--- src/inc/seha_pkg.sv ---
package seha_pkg;

  localparam logic [11:0] OFS_CTRL = 12'h0A0;
  localparam logic [11:0] OFS_ADDR_DATA = 12'h0A4;
  localparam logic [11:0] OFS_INT_STAT = 12'h100;
  localparam logic [11:0] OFS_INT_MASK = 12'h104;

  localparam int CTRL_START_BIT = 0;
  localparam int CTRL_CMD_LSB = 1;
  localparam int CTRL_AL_OK_BIT = 4;
  localparam int CTRL_AL_DIS_BIT = 5;
  localparam int CTRL_RATE_LSB = 6;
  localparam int CTRL_STAT_LSB = 8;
  localparam int WORD_ADDR_LSB = 0;
  localparam int WORD_DATA_LSB = 16;
  localparam int INT_DONE_BIT = 0;
  localparam int INT_AL_BIT = 1;
  localparam int INT_W = 2;

  localparam logic AL_DIS_RST = 1'b1;
  localparam logic [1:0] RATE_RST = 2'h1;
  localparam logic [7:0] STAT_RST = 8'h00;
  localparam logic [15:0] ADDR_RST = 16'h0000;
  localparam logic [15:0] DATA_RST = 16'h0000;
  localparam logic [INT_W-1:0] INT_RST = 2'h0;
  // Software may change only the block-protect and write-protect-enable bits.
  localparam logic [7:0] STAT_RW_MASK = 8'h8C;

  localparam int SCK_DIV_NORMAL = 64;
  localparam int SCK_DIV_TEST = 4;
  localparam int FRAME_W = 40;
  localparam logic [5:0] LEN_OP = 6'h08;
  localparam logic [5:0] LEN_STAT = 6'h10;
  localparam logic [5:0] LEN_WORD = 6'h28;

  typedef enum logic [2:0] {
    CMD_NONE = 3'b000,
    CMD_WRSR = 3'b001,
    CMD_WRITE = 3'b010,
    CMD_READ = 3'b011,
    CMD_WRDI = 3'b100,
    CMD_RDSR = 3'b101,
    CMD_WREN = 3'b110,
    CMD_RSVD = 3'b111
  } seha_cmd_t;

  typedef enum logic [1:0] {
    RATE_RSVD0 = 2'b00,
    RATE_DIV64 = 2'b01,
    RATE_RSVD2 = 2'b10,
    RATE_TEST = 2'b11
  } seha_rate_t;

  typedef enum logic [1:0] {
    ST_IDLE = 2'b00,
    ST_RUN = 2'b01,
    ST_DONE = 2'b10
  } seha_state_t;

  typedef struct packed {
    logic [5:0] len;
    logic [FRAME_W-1:0] bits;
  } seha_frame_t;

  // Reserved rate codes fall back to the normal divide so the link never stalls.
  function automatic logic [5:0] half_period(input logic [1:0] rate);
    if (rate == RATE_TEST)
      half_period = 6'(SCK_DIV_TEST / 2);
    else
      half_period = 6'(SCK_DIV_NORMAL / 2);
  endfunction

endpackage

--- src/logic/seha_clkdiv.sv ---
`timescale 1ns/1ps
module seha_clkdiv
  import seha_pkg::*;
#(
  parameter int CW = 6
)
(
  input wire logic sys_clk,
  input wire logic rstn,
  input wire logic clear,
  input wire logic [CW-1:0] half,
  output logic tick
);

  logic [CW-1:0] cnt_reg;

  always_ff @(posedge sys_clk or negedge rstn)
  begin
    if (!rstn)
    begin
      cnt_reg <= '0;
      tick <= 1'b0;
    end
    else if (clear)
    begin
      cnt_reg <= '0;
      tick <= 1'b0;
    end
    else if (cnt_reg == half - CW'(1))
    begin
      cnt_reg <= '0;
      tick <= 1'b1;
    end
    else
    begin
      cnt_reg <= cnt_reg + CW'(1);
      tick <= 1'b0;
    end
  end

endmodule

--- src/logic/seha_spi.sv ---
`timescale 1ns/1ps
module seha_spi
  import seha_pkg::*;
(
  input wire logic sys_clk,
  input wire logic rstn,
  input wire logic tick,
  input wire logic start,
  input wire seha_frame_t frame,
  input wire logic miso,
  output logic busy,
  output logic done,
  output logic [FRAME_W-1:0] rx,
  output logic sck,
  output logic cs_n,
  output logic mosi
);

  logic [FRAME_W-1:0] tx_reg;
  logic [5:0] left_reg;

  // Mode 0: data changes on the falling edge, is sampled on the rising edge.
  always_ff @(posedge sys_clk or negedge rstn)
  begin
    if (!rstn)
    begin
      busy <= 1'b0;
      done <= 1'b0;
      rx <= '0;
      sck <= 1'b0;
      cs_n <= 1'b1;
      mosi <= 1'b0;
      tx_reg <= '0;
      left_reg <= '0;
    end
    else
    begin
      done <= 1'b0;
      if (start && !busy)
      begin
        busy <= 1'b1;
        cs_n <= 1'b0;
        sck <= 1'b0;
        mosi <= frame.bits[FRAME_W-1];
        tx_reg <= {frame.bits[FRAME_W-2:0], 1'b0};
        left_reg <= frame.len;
        rx <= '0;
      end
      else if (busy && tick)
      begin
        if (!sck)
        begin
          sck <= 1'b1;
          rx <= {rx[FRAME_W-2:0], miso};
        end
        else if (left_reg == 6'h01)
        begin
          sck <= 1'b0;
          cs_n <= 1'b1;
          busy <= 1'b0;
          done <= 1'b1;
          mosi <= 1'b0;
        end
        else
        begin
          sck <= 1'b0;
          mosi <= tx_reg[FRAME_W-1];
          tx_reg <= {tx_reg[FRAME_W-2:0], 1'b0};
          left_reg <= left_reg - 6'h01;
        end
      end
    end
  end

endmodule

--- src/logic/seha_top.sv ---
// Added by the designer: the APB register port.
`timescale 1ns/1ps
module seha_top
  import seha_pkg::*;
(
  input wire logic sys_clk,
  input wire logic rstn,
  input wire logic [11:0] paddr,
  input wire logic psel,
  input wire logic penable,
  input wire logic pwrite,
  input wire logic [31:0] pwdata,
  output logic [31:0] prdata,
  output logic pready,
  output logic pslverr,
  input wire logic autoload_done,
  input wire logic autoload_pass,
  output logic eeprom_sck,
  output logic eeprom_cs_n,
  output logic eeprom_mosi,
  input wire logic eeprom_miso,
  output logic irq
);

  seha_state_t state_reg;
  logic start_reg;
  seha_cmd_t cmd_reg;
  logic al_ok_reg;
  logic al_dis_reg;
  logic [1:0] rate_reg;
  logic [7:0] stat_reg;
  logic [15:0] addr_reg;
  logic [15:0] data_reg;
  logic [INT_W-1:0] int_stat_reg;
  logic [INT_W-1:0] int_mask_reg;
  logic go_reg;
  logic rate_wr_reg;
  seha_frame_t frame_reg;
  logic tick;
  logic spi_busy;
  logic spi_done;
  logic [FRAME_W-1:0] spi_rx;
  logic wr_en;
  logic [7:0] stat_wr;
  logic idle;
  logic launch;
  logic [INT_W-1:0] int_set;

  // The answer takes one wait state, so the access edge is the one with pready high.
  assign wr_en = psel && penable && pready && pwrite;
  assign idle = (state_reg == ST_IDLE);
  assign launch = wr_en && idle && (paddr == OFS_CTRL) && pwdata[CTRL_START_BIT];
  assign int_set = {autoload_done, (state_reg != ST_IDLE) && (spi_done || state_reg == ST_DONE)};
  assign stat_wr = (stat_reg & ~STAT_RW_MASK) | (pwdata[CTRL_STAT_LSB +: 8] & STAT_RW_MASK);

  function automatic seha_frame_t build_frame(input seha_cmd_t cmd, input logic [15:0] adr,
                                              input logic [15:0] dat, input logic [7:0] st);
    logic [7:0] op;
    op = {5'h00, cmd};
    build_frame.len = LEN_OP;
    build_frame.bits = {op, 32'h00000000};
    case (cmd)
      CMD_WRSR:
      begin
        build_frame.len = LEN_STAT;
        build_frame.bits = {op, st, 24'h000000};
      end
      CMD_WRITE:
      begin
        build_frame.len = LEN_WORD;
        build_frame.bits = {op, adr, dat};
      end
      CMD_READ:
      begin
        build_frame.len = LEN_WORD;
        build_frame.bits = {op, adr, 16'h0000};
      end
      CMD_RDSR:
        build_frame.len = LEN_STAT;
      default:
        build_frame.len = LEN_OP;
    endcase
  endfunction

  always_ff @(posedge sys_clk or negedge rstn)
  begin
    if (!rstn)
      pready <= 1'b0;
    else
      pready <= psel && penable && !pready;
  end

  always_ff @(posedge sys_clk or negedge rstn)
  begin
    if (!rstn)
    begin
      prdata <= 32'h00000000;
      pslverr <= 1'b0;
    end
    else if (psel && penable && !pready)
    begin
      pslverr <= 1'b0;
      prdata <= 32'h00000000;
      if (paddr == OFS_CTRL)
        prdata <= {16'h0000, stat_reg, rate_reg, al_dis_reg, al_ok_reg, cmd_reg, start_reg};
      else if (paddr == OFS_ADDR_DATA)
        prdata <= {data_reg, addr_reg};
      else if (paddr == OFS_INT_STAT)
        prdata <= {30'h00000000, int_stat_reg};
      else if (paddr == OFS_INT_MASK)
        prdata <= {30'h00000000, int_mask_reg};
      else
        pslverr <= 1'b1;
    end
  end

  // Command sequencing; control and word writes are refused while a cycle runs.
  always_ff @(posedge sys_clk or negedge rstn)
  begin
    if (!rstn)
    begin
      state_reg <= ST_IDLE;
      start_reg <= 1'b0;
      cmd_reg <= CMD_NONE;
      go_reg <= 1'b0;
      frame_reg <= '0;
    end
    else
    begin
      go_reg <= 1'b0;
      case (state_reg)
        ST_IDLE:
        begin
          if (wr_en && paddr == OFS_CTRL)
            cmd_reg <= seha_cmd_t'(pwdata[CTRL_CMD_LSB +: 3]);
          if (launch)
          begin
            start_reg <= 1'b1;
            frame_reg <= build_frame(seha_cmd_t'(pwdata[CTRL_CMD_LSB +: 3]), addr_reg,
                                     data_reg, stat_wr);
            if (pwdata[CTRL_CMD_LSB +: 3] == CMD_NONE || pwdata[CTRL_CMD_LSB +: 3] == CMD_RSVD)
              state_reg <= ST_DONE;
            else
            begin
              state_reg <= ST_RUN;
              go_reg <= 1'b1;
            end
          end
        end
        ST_RUN:
        begin
          if (spi_done)
          begin
            state_reg <= ST_IDLE;
            start_reg <= 1'b0;
          end
        end
        ST_DONE:
        begin
          state_reg <= ST_IDLE;
          start_reg <= 1'b0;
        end
        default:
          state_reg <= ST_IDLE;
      endcase
    end
  end

  always_ff @(posedge sys_clk or negedge rstn)
  begin
    if (!rstn)
    begin
      al_dis_reg <= AL_DIS_RST;
      rate_reg <= RATE_RST;
      rate_wr_reg <= 1'b0;
    end
    else
    begin
      rate_wr_reg <= 1'b0;
      if (wr_en && idle && paddr == OFS_CTRL)
      begin
        al_dis_reg <= pwdata[CTRL_AL_DIS_BIT];
        rate_reg <= pwdata[CTRL_RATE_LSB +: 2];
        rate_wr_reg <= (pwdata[CTRL_RATE_LSB +: 2] != rate_reg);
      end
    end
  end

  // A disabled or failed load clears the success flag.
  always_ff @(posedge sys_clk or negedge rstn)
  begin
    if (!rstn)
      al_ok_reg <= 1'b0;
    else if (al_dis_reg)
      al_ok_reg <= 1'b0;
    else if (autoload_done)
      al_ok_reg <= autoload_pass;
  end

  // Status mirror: a completed status read wins over anything else.
  always_ff @(posedge sys_clk or negedge rstn)
  begin
    if (!rstn)
      stat_reg <= STAT_RST;
    else if (state_reg == ST_RUN && spi_done && cmd_reg == CMD_RDSR)
      stat_reg <= spi_rx[7:0];
    else if (wr_en && idle && paddr == OFS_CTRL)
      stat_reg <= stat_wr;
  end

  always_ff @(posedge sys_clk or negedge rstn)
  begin
    if (!rstn)
    begin
      addr_reg <= ADDR_RST;
      data_reg <= DATA_RST;
    end
    else if (state_reg == ST_RUN && spi_done && cmd_reg == CMD_READ)
      data_reg <= spi_rx[15:0];
    else if (wr_en && idle && paddr == OFS_ADDR_DATA)
    begin
      addr_reg <= pwdata[WORD_ADDR_LSB +: 16];
      data_reg <= pwdata[WORD_DATA_LSB +: 16];
    end
  end

  // A new event in the clearing cycle survives the write-one-to-clear.
  always_ff @(posedge sys_clk or negedge rstn)
  begin
    if (!rstn)
    begin
      int_stat_reg <= INT_RST;
      int_mask_reg <= INT_RST;
      irq <= 1'b0;
    end
    else
    begin
      if (wr_en && paddr == OFS_INT_STAT)
        int_stat_reg <= (int_stat_reg & ~pwdata[INT_W-1:0]) | int_set;
      else
        int_stat_reg <= int_stat_reg | int_set;
      if (wr_en && paddr == OFS_INT_MASK)
        int_mask_reg <= pwdata[INT_W-1:0];
      irq <= |(int_stat_reg & int_mask_reg);
    end
  end

  seha_clkdiv #(.CW(6)) u_div (
    .sys_clk(sys_clk),
    .rstn(rstn),
    .clear(rate_wr_reg),
    .half(half_period(rate_reg)),
    .tick(tick)
  );

  seha_spi u_spi (
    .sys_clk(sys_clk),
    .rstn(rstn),
    .tick(tick),
    .start(go_reg),
    .frame(frame_reg),
    .miso(eeprom_miso),
    .busy(spi_busy),
    .done(spi_done),
    .rx(spi_rx),
    .sck(eeprom_sck),
    .cs_n(eeprom_cs_n),
    .mosi(eeprom_mosi)
  );

  logic [5:0] gap_reg;
  logic gap_valid_reg;

  always_ff @(posedge sys_clk or negedge rstn)
  begin
    if (!rstn)
    begin
      gap_reg <= '0;
      gap_valid_reg <= 1'b0;
    end
    else if (rate_wr_reg)
    begin
      gap_reg <= '0;
      gap_valid_reg <= 1'b0;
    end
    else if (tick)
    begin
      gap_reg <= '0;
      gap_valid_reg <= 1'b1;
    end
    else
      gap_reg <= gap_reg + 6'h01;
  end
endmodule

--- config.mk ---
export PLATFORM = sky130hd
export DESIGN_NAME = seha_top
export DESIGN_NICKNAME = d
export VERILOG_FILES = /design/src/inc/seha_pkg.sv /design/src/logic/seha_clkdiv.sv /design/src/logic/seha_spi.sv /design/src/logic/seha_top.sv
export SDC_FILE = /design/constraint.sdc
export NUM_CORES = 1
export LEC_CHECK = 0
export BUFFER_PORTS_ARGS = -buffer_cell sky130_fd_sc_hd__buf_2
export CAP_MARGIN = 20
export CORE_AREA = 2 2 221 169
export CTS_BUF_LIST = sky130_fd_sc_hd__clkbuf_4
export DETAILED_ROUTE_END_ITERATION = 16
export DIE_AREA = 0 0 223 171
export GPL_ROUTABILITY_DRIVEN = 0
export PLACE_DENSITY_LB_ADDON = 0.08
export RECOVER_POWER = 50
export SETUP_SLACK_MARGIN = 0.5
export SLEW_MARGIN = 20
export SYNTH_ARGS = -nofsm -noshare
export SYNTH_HDL_FRONTEND = slang
export SYNTH_SLANG_ARGS = --single-unit
--- constraint.sdc ---
create_clock -name sys_clk -period 3.2 [get_ports sys_clk]
set_input_delay 0.16 -clock sys_clk [delete_from_list [all_inputs] [get_ports sys_clk]]
set_output_delay 0.16 -clock sys_clk [all_outputs]
set_load 0.05 [all_outputs]
# Word-level counts from Yosys, hierarchy flattened

Cells that the tools add are included.

Flip-flop bits (word level): 206
Latch bits: 0
Memory bits (writable): 0
Memory bits (read-only): 0
Input bits: 52
Output and inout port bits: 38
Word-level logic and storage cells: 166
Memories kept: 0

Add/subtract/negate cells: 3
$mul: 0
Div/mod/pow operators: 0
$lt $le $gt $ge: 0
Eq/ne operators: 21
Shifts and indexed selects: 0
Multiplexer cells: 63
Bitwise gates (word level): 7
Reduce and logical (&&, ||, !) cells: 43

Operators by type and width:

| operator                                                                | number |
|---|---|
| 40-bit 2-to-1 mux                                                       | 4 |
| 32-bit case mux with 3 select lines                                     | 1 |
| 16-bit 2-to-1 mux                                                       | 5 |
| 32-bit 2-to-1 mux                                                       | 2 |
| 6-bit 2-to-1 mux                                                        | 7 |
| 1-bit 2-to-1 mux                                                        | 33 |
| 12-bit by 8-bit == test with 1-bit output, second input constant        | 2 |
| 12-bit by 9-bit == test with 1-bit output, second input constant        | 2 |
| 1-bit logical AND                                                       | 17 |
| 8-bit 2-to-1 mux                                                        | 2 |
| 2-bit nonzero test                                                      | 7 |
| 2-bit 2-to-1 mux                                                        | 6 |
| 6-bit case mux with 2 select lines                                      | 1 |
| 2-bit AND reduction                                                     | 6 |
| 6-bit by 1-bit subtractor with 6-bit output, second input constant      | 2 |
| 3-bit by 2-bit == test with 1-bit output, second input constant         | 3 |
| 3-bit == test, second input constant                                    | 3 |
| 3-bit AND reduction                                                     | 3 |
| 7-bit by 8-bit bitwise OR with 8-bit output                             | 1 |
| 6-bit by 1-bit adder with 6-bit output, second input constant           | 1 |
| 6-bit by 1-bit == test with 1-bit output, second input constant         | 1 |
| 6-bit == test                                                           | 1 |
| 2-bit by 1-bit inequality test with 1-bit output, second input constant | 3 |
| 2-bit OR reduction                                                      | 3 |
| 16 further kinds                                                        | 21 |

# Logic depth before layout (Yosys ltp)

Depth after elaboration: 8
Depth in mapped cells: 8
Mapped depth without buffers: 6

# By module

From an unflattened synthesis, not the netlist that was laid out.

Cell total of the unflattened synthesis: 971
Area total of the unflattened synthesis: 10,174.8 µm²

Modules (own cells, without submodules):

| module      | times used | cells an instance | area each (µm²) | seq. area each (µm²) |
|---|---|---|---|---|
| seha_top    | 1          | 558               | 5,868.1         | 3,230.6 |
| seha_spi    | 1          | 367               | 3,831.2         | 2,253.4 |
| seha_clkdiv | 1          | 46                | 475.5           | 175.2 |

# Least setup slack after synthesis

No wires, ideal clock.

Path type: reg2reg
Start point: register u_spi.sck
End point: register u_spi.left_reg[1]
Setup time: 0.079 ns
Arrival: 1.999 ns
Data required time: 3.121 ns
Path slack: 1.121 ns
Stages on the path, launching flop included: 6
Buffers on the path: 2
Period minus slack after synthesis: 2.079 ns
Cell sequence: dfrtp_1 nand3_1 a21oi_1 clkbuf_1 clkbuf_1 mux2i_1

Cells in the longest elaborated chain, start to end: 2

RTL lines:

| what                                 | RTL line       | text |
|---|---|---|
| start: declaration                   | seha_spi.sv:14 | `output logic sck,` |
| start signal: assignment             | seha_spi.sv:30 | `sck <= 1'b0;` |
| start signal: assignment             | seha_spi.sv:43 | `sck <= 1'b0;` |
| start signal: assignment             | seha_spi.sv:53 | `sck <= 1'b1;` |
| 2-bit nonzero test (no source line)  | -              |  |
| 3-bit AND reduction (no source line) | -              |  |
| end signal: assignment               | seha_spi.sv:46 | `left_reg <= frame.len;` |
| end signal: assignment               | seha_spi.sv:69 | `left_reg <= left_reg - 6'h01;` |
| end: declaration                     | seha_spi.sv:20 | `logic [5:0] left_reg;` |

Every way passes these cells.
A chain may end at the register's enable or synchronous reset.

# Worst setup path in the final report

Start point: input port paddr[7]
End point: register int_stat_reg[1]

Cells in the longest elaborated chain, start to end: 3

RTL lines:

| what                                      | RTL line        | text |
|---|---|---|
| start: declaration                        | seha_top.sv:8   | `input wire logic [11:0] paddr,` |
| 12-bit by 9-bit == test with 1-bit output | seha_top.sv:238 | `if (wr_en && paddr == OFS_INT_STAT)` |
| 1-bit logical AND                         | seha_top.sv:238 |  |
| 2-bit 2-to-1 mux                          | seha_top.sv:238 |  |
| end signal: assignment                    | seha_top.sv:239 | `int_stat_reg <= (int_stat_reg & ~pwdata[INT_W-1:0]) \| int_set;` |
| end signal: assignment                    | seha_top.sv:241 | `int_stat_reg <= int_stat_reg \| int_set;` |
| end: declaration                          | seha_top.sv:34  | `logic [INT_W-1:0] int_stat_reg;` |

Every way passes these cells.

==> flow_metrics.env <==
export IMPL_finalWorstSetupSlack_ns=0.710
export IMPL_violations="capacitance limit, slew limit"
export IMPL_period_share_pct=77.8
export IMPL_setup_tns_ns=0
export IMPL_drc=0
export IMPL_drt_first_pass_iters=6
export IMPL_synthArstFlopShare_pct=100
export IMPL_critPathArrivalTime_ns=3.09
export IMPL_worst_path_max_delay_cell="dlygate4sd3_1"
export IMPL_status="finished, violations left"
export IMPL_netlist_top_cells_count="dfrtp_1, nand2_1, o21ai_0"
export IMPL_dpl_worst_slack_ns=0.712
export IMPL_power_w=0.00538
export IMPL_start_util_pct=24.4
export IMPL_p_per_area_nw_per_um2=488
export IMPL_antenna_found_initial=1
export IMPL_cts_tree="yes"
export IMPL_synth_nets=921
export IMPL_end_kind="flop"
export IMPL_slew_viol_final=88
export IMPL_synth_cells=863
export IMPL_grt_pass1_vias=7445
export IMPL_drv_cap=1
export IMPL_syn_area_um2=8860
export IMPL_ys_warnings_count=0
export IMPL_fin_nets=1080
export IMPL_grt_max_degree=90
export IMPL_synth_largest_area_cell="dfrtp_1"
export IMPL_cts_clk_slew_worst_paths_ns=0.06
export IMPL_largest_reg_flops=39
export IMPL_synth_seq_cells=202
export IMPL_fp_coreArea_um2=36300
export IMPL_rsz0062_at_grt="false"
export IMPL_cts_buffer_depth=3
export IMPL_grt_overflow_total=0
export IMPL_fmax_mhz=402
export IMPL_grtUsageTotal_pct=15.2
export IMPL_synth_yosys_seq_area_share_pct=57.1
export IMPL_crit_fanout=4
export IMPL_drtIter0Drc=404
export IMPL_synth_distinct_cells=50
export IMPL_leakage_nw=5.47
export IMPL_fin_crit_ns=2.49
export IMPL_io_pins=90
export IMPL_synth_edf_count=0
export IMPL_routedWlPerCell_um=18.6
export IMPL_yosys_top_cells_area="dfrtp_1, nand2_1, o21ai_0"
export IMPL_clockRootBuffer="clkbuf_4"
export IMPL_drive_above_1_share_pct=22.4
export IMPL_htree_levels=2
export IMPL_setup_viol=0
export IMPL_portBuffers=89
export IMPL_synth_top_area_share_pct=56.2
export IMPL_skew_ns=0.0454
export IMPL_num_fill_cells=3847
export IMPL_synth_most_common_cell="dfrtp_1"
export IMPL_grt_pass1_wl_um=44700
export IMPL_clk_latency_ns=0.72
export IMPL_cts_buffers=58
export IMPL_worstSetupPathType="in2reg"
export IMPL_vias=7170
export IMPL_cpPeakStageDelay_ns=0.63
export IMPL_num_rows=61
export IMPL_routed_via_density=4.69
export IMPL_die_y_um=171
export IMPL_routed_wl_um=28500
export IMPL_cts_sinks=202
export IMPL_tightestPinTransition_ns=2.46
export IMPL_post_synth_cell_area_avg_um2=10.3
export IMPL_required_ns=3.80
export IMPL_hold_class="in2reg"
export IMPL_cts_resized=0
export IMPL_slew_limit_headroom_pct=-63.7
export IMPL_synthToLayoutAreaGrowth_pct=24.3
export IMPL_cp_start_kind="input port"
export IMPL_path_cells="dlygate4sd3_1 -> buf_2 -> or3b_2 -> dlygate4sd3_1 -> nor3_1 -> nand3_1 -> a21o_1 -> dlygate4sd3_1"
export IMPL_crit_top_cell="dlygate4sd3_1"
export IMPL_place_hpwl_um=18900
export IMPL_die_area_um2=38100
export IMPL_synth_ff_type="dfrtp_1"
export IMPL_ir_drop_mv=0.174
export IMPL_finalHoldViolations=0
export IMPL_ant_nets=0
export IMPL_timing_hold_ws_ns=0.0692
export IMPL_die_width_um=223
## cell families after synthesis
family	Yosys count	share of synthesized area (%)
adders and majority gates	6	0.847
DFF	202	57.1
and+or+nand+nor	308	15.9
muxes	39	4.83
buffers and inverters	73	3.46
xor gates and xnor gates	8	0.791
AOI/OAI and AO/OA	227	17.1
## through the flow
step	std cells	instance area [µm²]	util, %
finish	1530	11000	30.4
global route	1529	11000	30.4
CTS	1527	11000	30.4
detailed placement	1391	9900	27.3
global placement	1391	9900	27.3
floorplan	863	8860	-
## worst paths after layout
check,startpoint,endpoint,slack [ns],cells after the start
max,paddr[7],int_stat_reg[1]$_DFF_PN0_,0.71,8
min,paddr[10],stat_reg[2]$_DFFE_PN0P_,0.07,5
max reg2reg,state_reg[0]$_DFFE_PN0P_,addr_reg[12]$_DFFE_PN0P_,0.75,8
min reg2reg,prdata[16]$_DFFE_PN0P_,prdata[16]$_DFFE_PN0P_,0.46,2
max in group asynchronous,rstn,u_spi.left_reg[2]$_DFFE_PN0P_,0.80,3
min in group asynchronous,rstn,u_spi.tx_reg[28]$_DFFE_PN0P_,0.75,2
## timing repair
item	4_1_cts	5_1_grt
buffers inserted	0	0
hold endpoints to repair	222	0
hold buffers	43	0
## cells in the final DEF (no fill, tap or decap), types with 3 or more instances in the layout
cell type / count
nand2_1: 132
a22o_1: 37
nand3_1: 59
mux2_2: 20
clkinv_1: 6
nand4_1: 7
buf_4: 25
nor3_1: 8
buf_2: 88
ha_1: 6
xnor2_1: 5
a22oi_1: 9
a221o_1: 3
o21ai_0: 93
and3b_1: 3
xor2_1: 3
nor2_1: 66
dlygate4sd3_1: 43
and4_1: 3
mux2i_1: 9
a21o_1: 37
diode_2: 3
clkbuf_4: 85
mux2_1: 10
nor2b_1: 4
inv_1: 11
a221oi_1: 14
nand3b_1: 3
o211ai_1: 3
dfrtp_1: 199
and3_1: 3
a31oi_1: 21
## layout make-up
type                            instances  area [µm²]  area share (%)
Tap cell                              472         591            5.36
Sequential cell                       202        5060            45.9
Antenna cell                            3        7.51          0.0681
Clock inverter                          8        56.3           0.511
Inverter                               12        45.0           0.409
Multi-Input combinational cell        588        3510            31.9
Clock buffer                           85         638            5.79
Timing Repair Buffer                  160        1110            10.1
## where the power goes
group	total (W)	internal [W]	switching [W]	leakage, nW
Clock	0.00240	0.00127	0.00113	0.422
Sequential	0.00261	0.00259	0.0000205	2.66
Combinational	0.000376	0.000116	0.000260	2.39
## metal layers
| metal | vias to the layer above | share of wire (%) | global-route usage, % |
|---|---|---|---|
| met3 | 51 | 3.8 | 3.07 |
| met1 | 3527 | 53 | 22.9 |
| met5 | - | 0 | 0 |
| li1 | 3435 | - | - |
| met4 | 0 | 1.9 | 4.64 |
| met2 | 157 | 41 | 21.5 |
## critical path, delay by kind of cell
kind / cells / cell delay [ns]
buf+inv: 4 / 1.82
compound gates: 1 / 0.19
simple gates: 3 / 0.91
(Power assumes the default switching activity.)
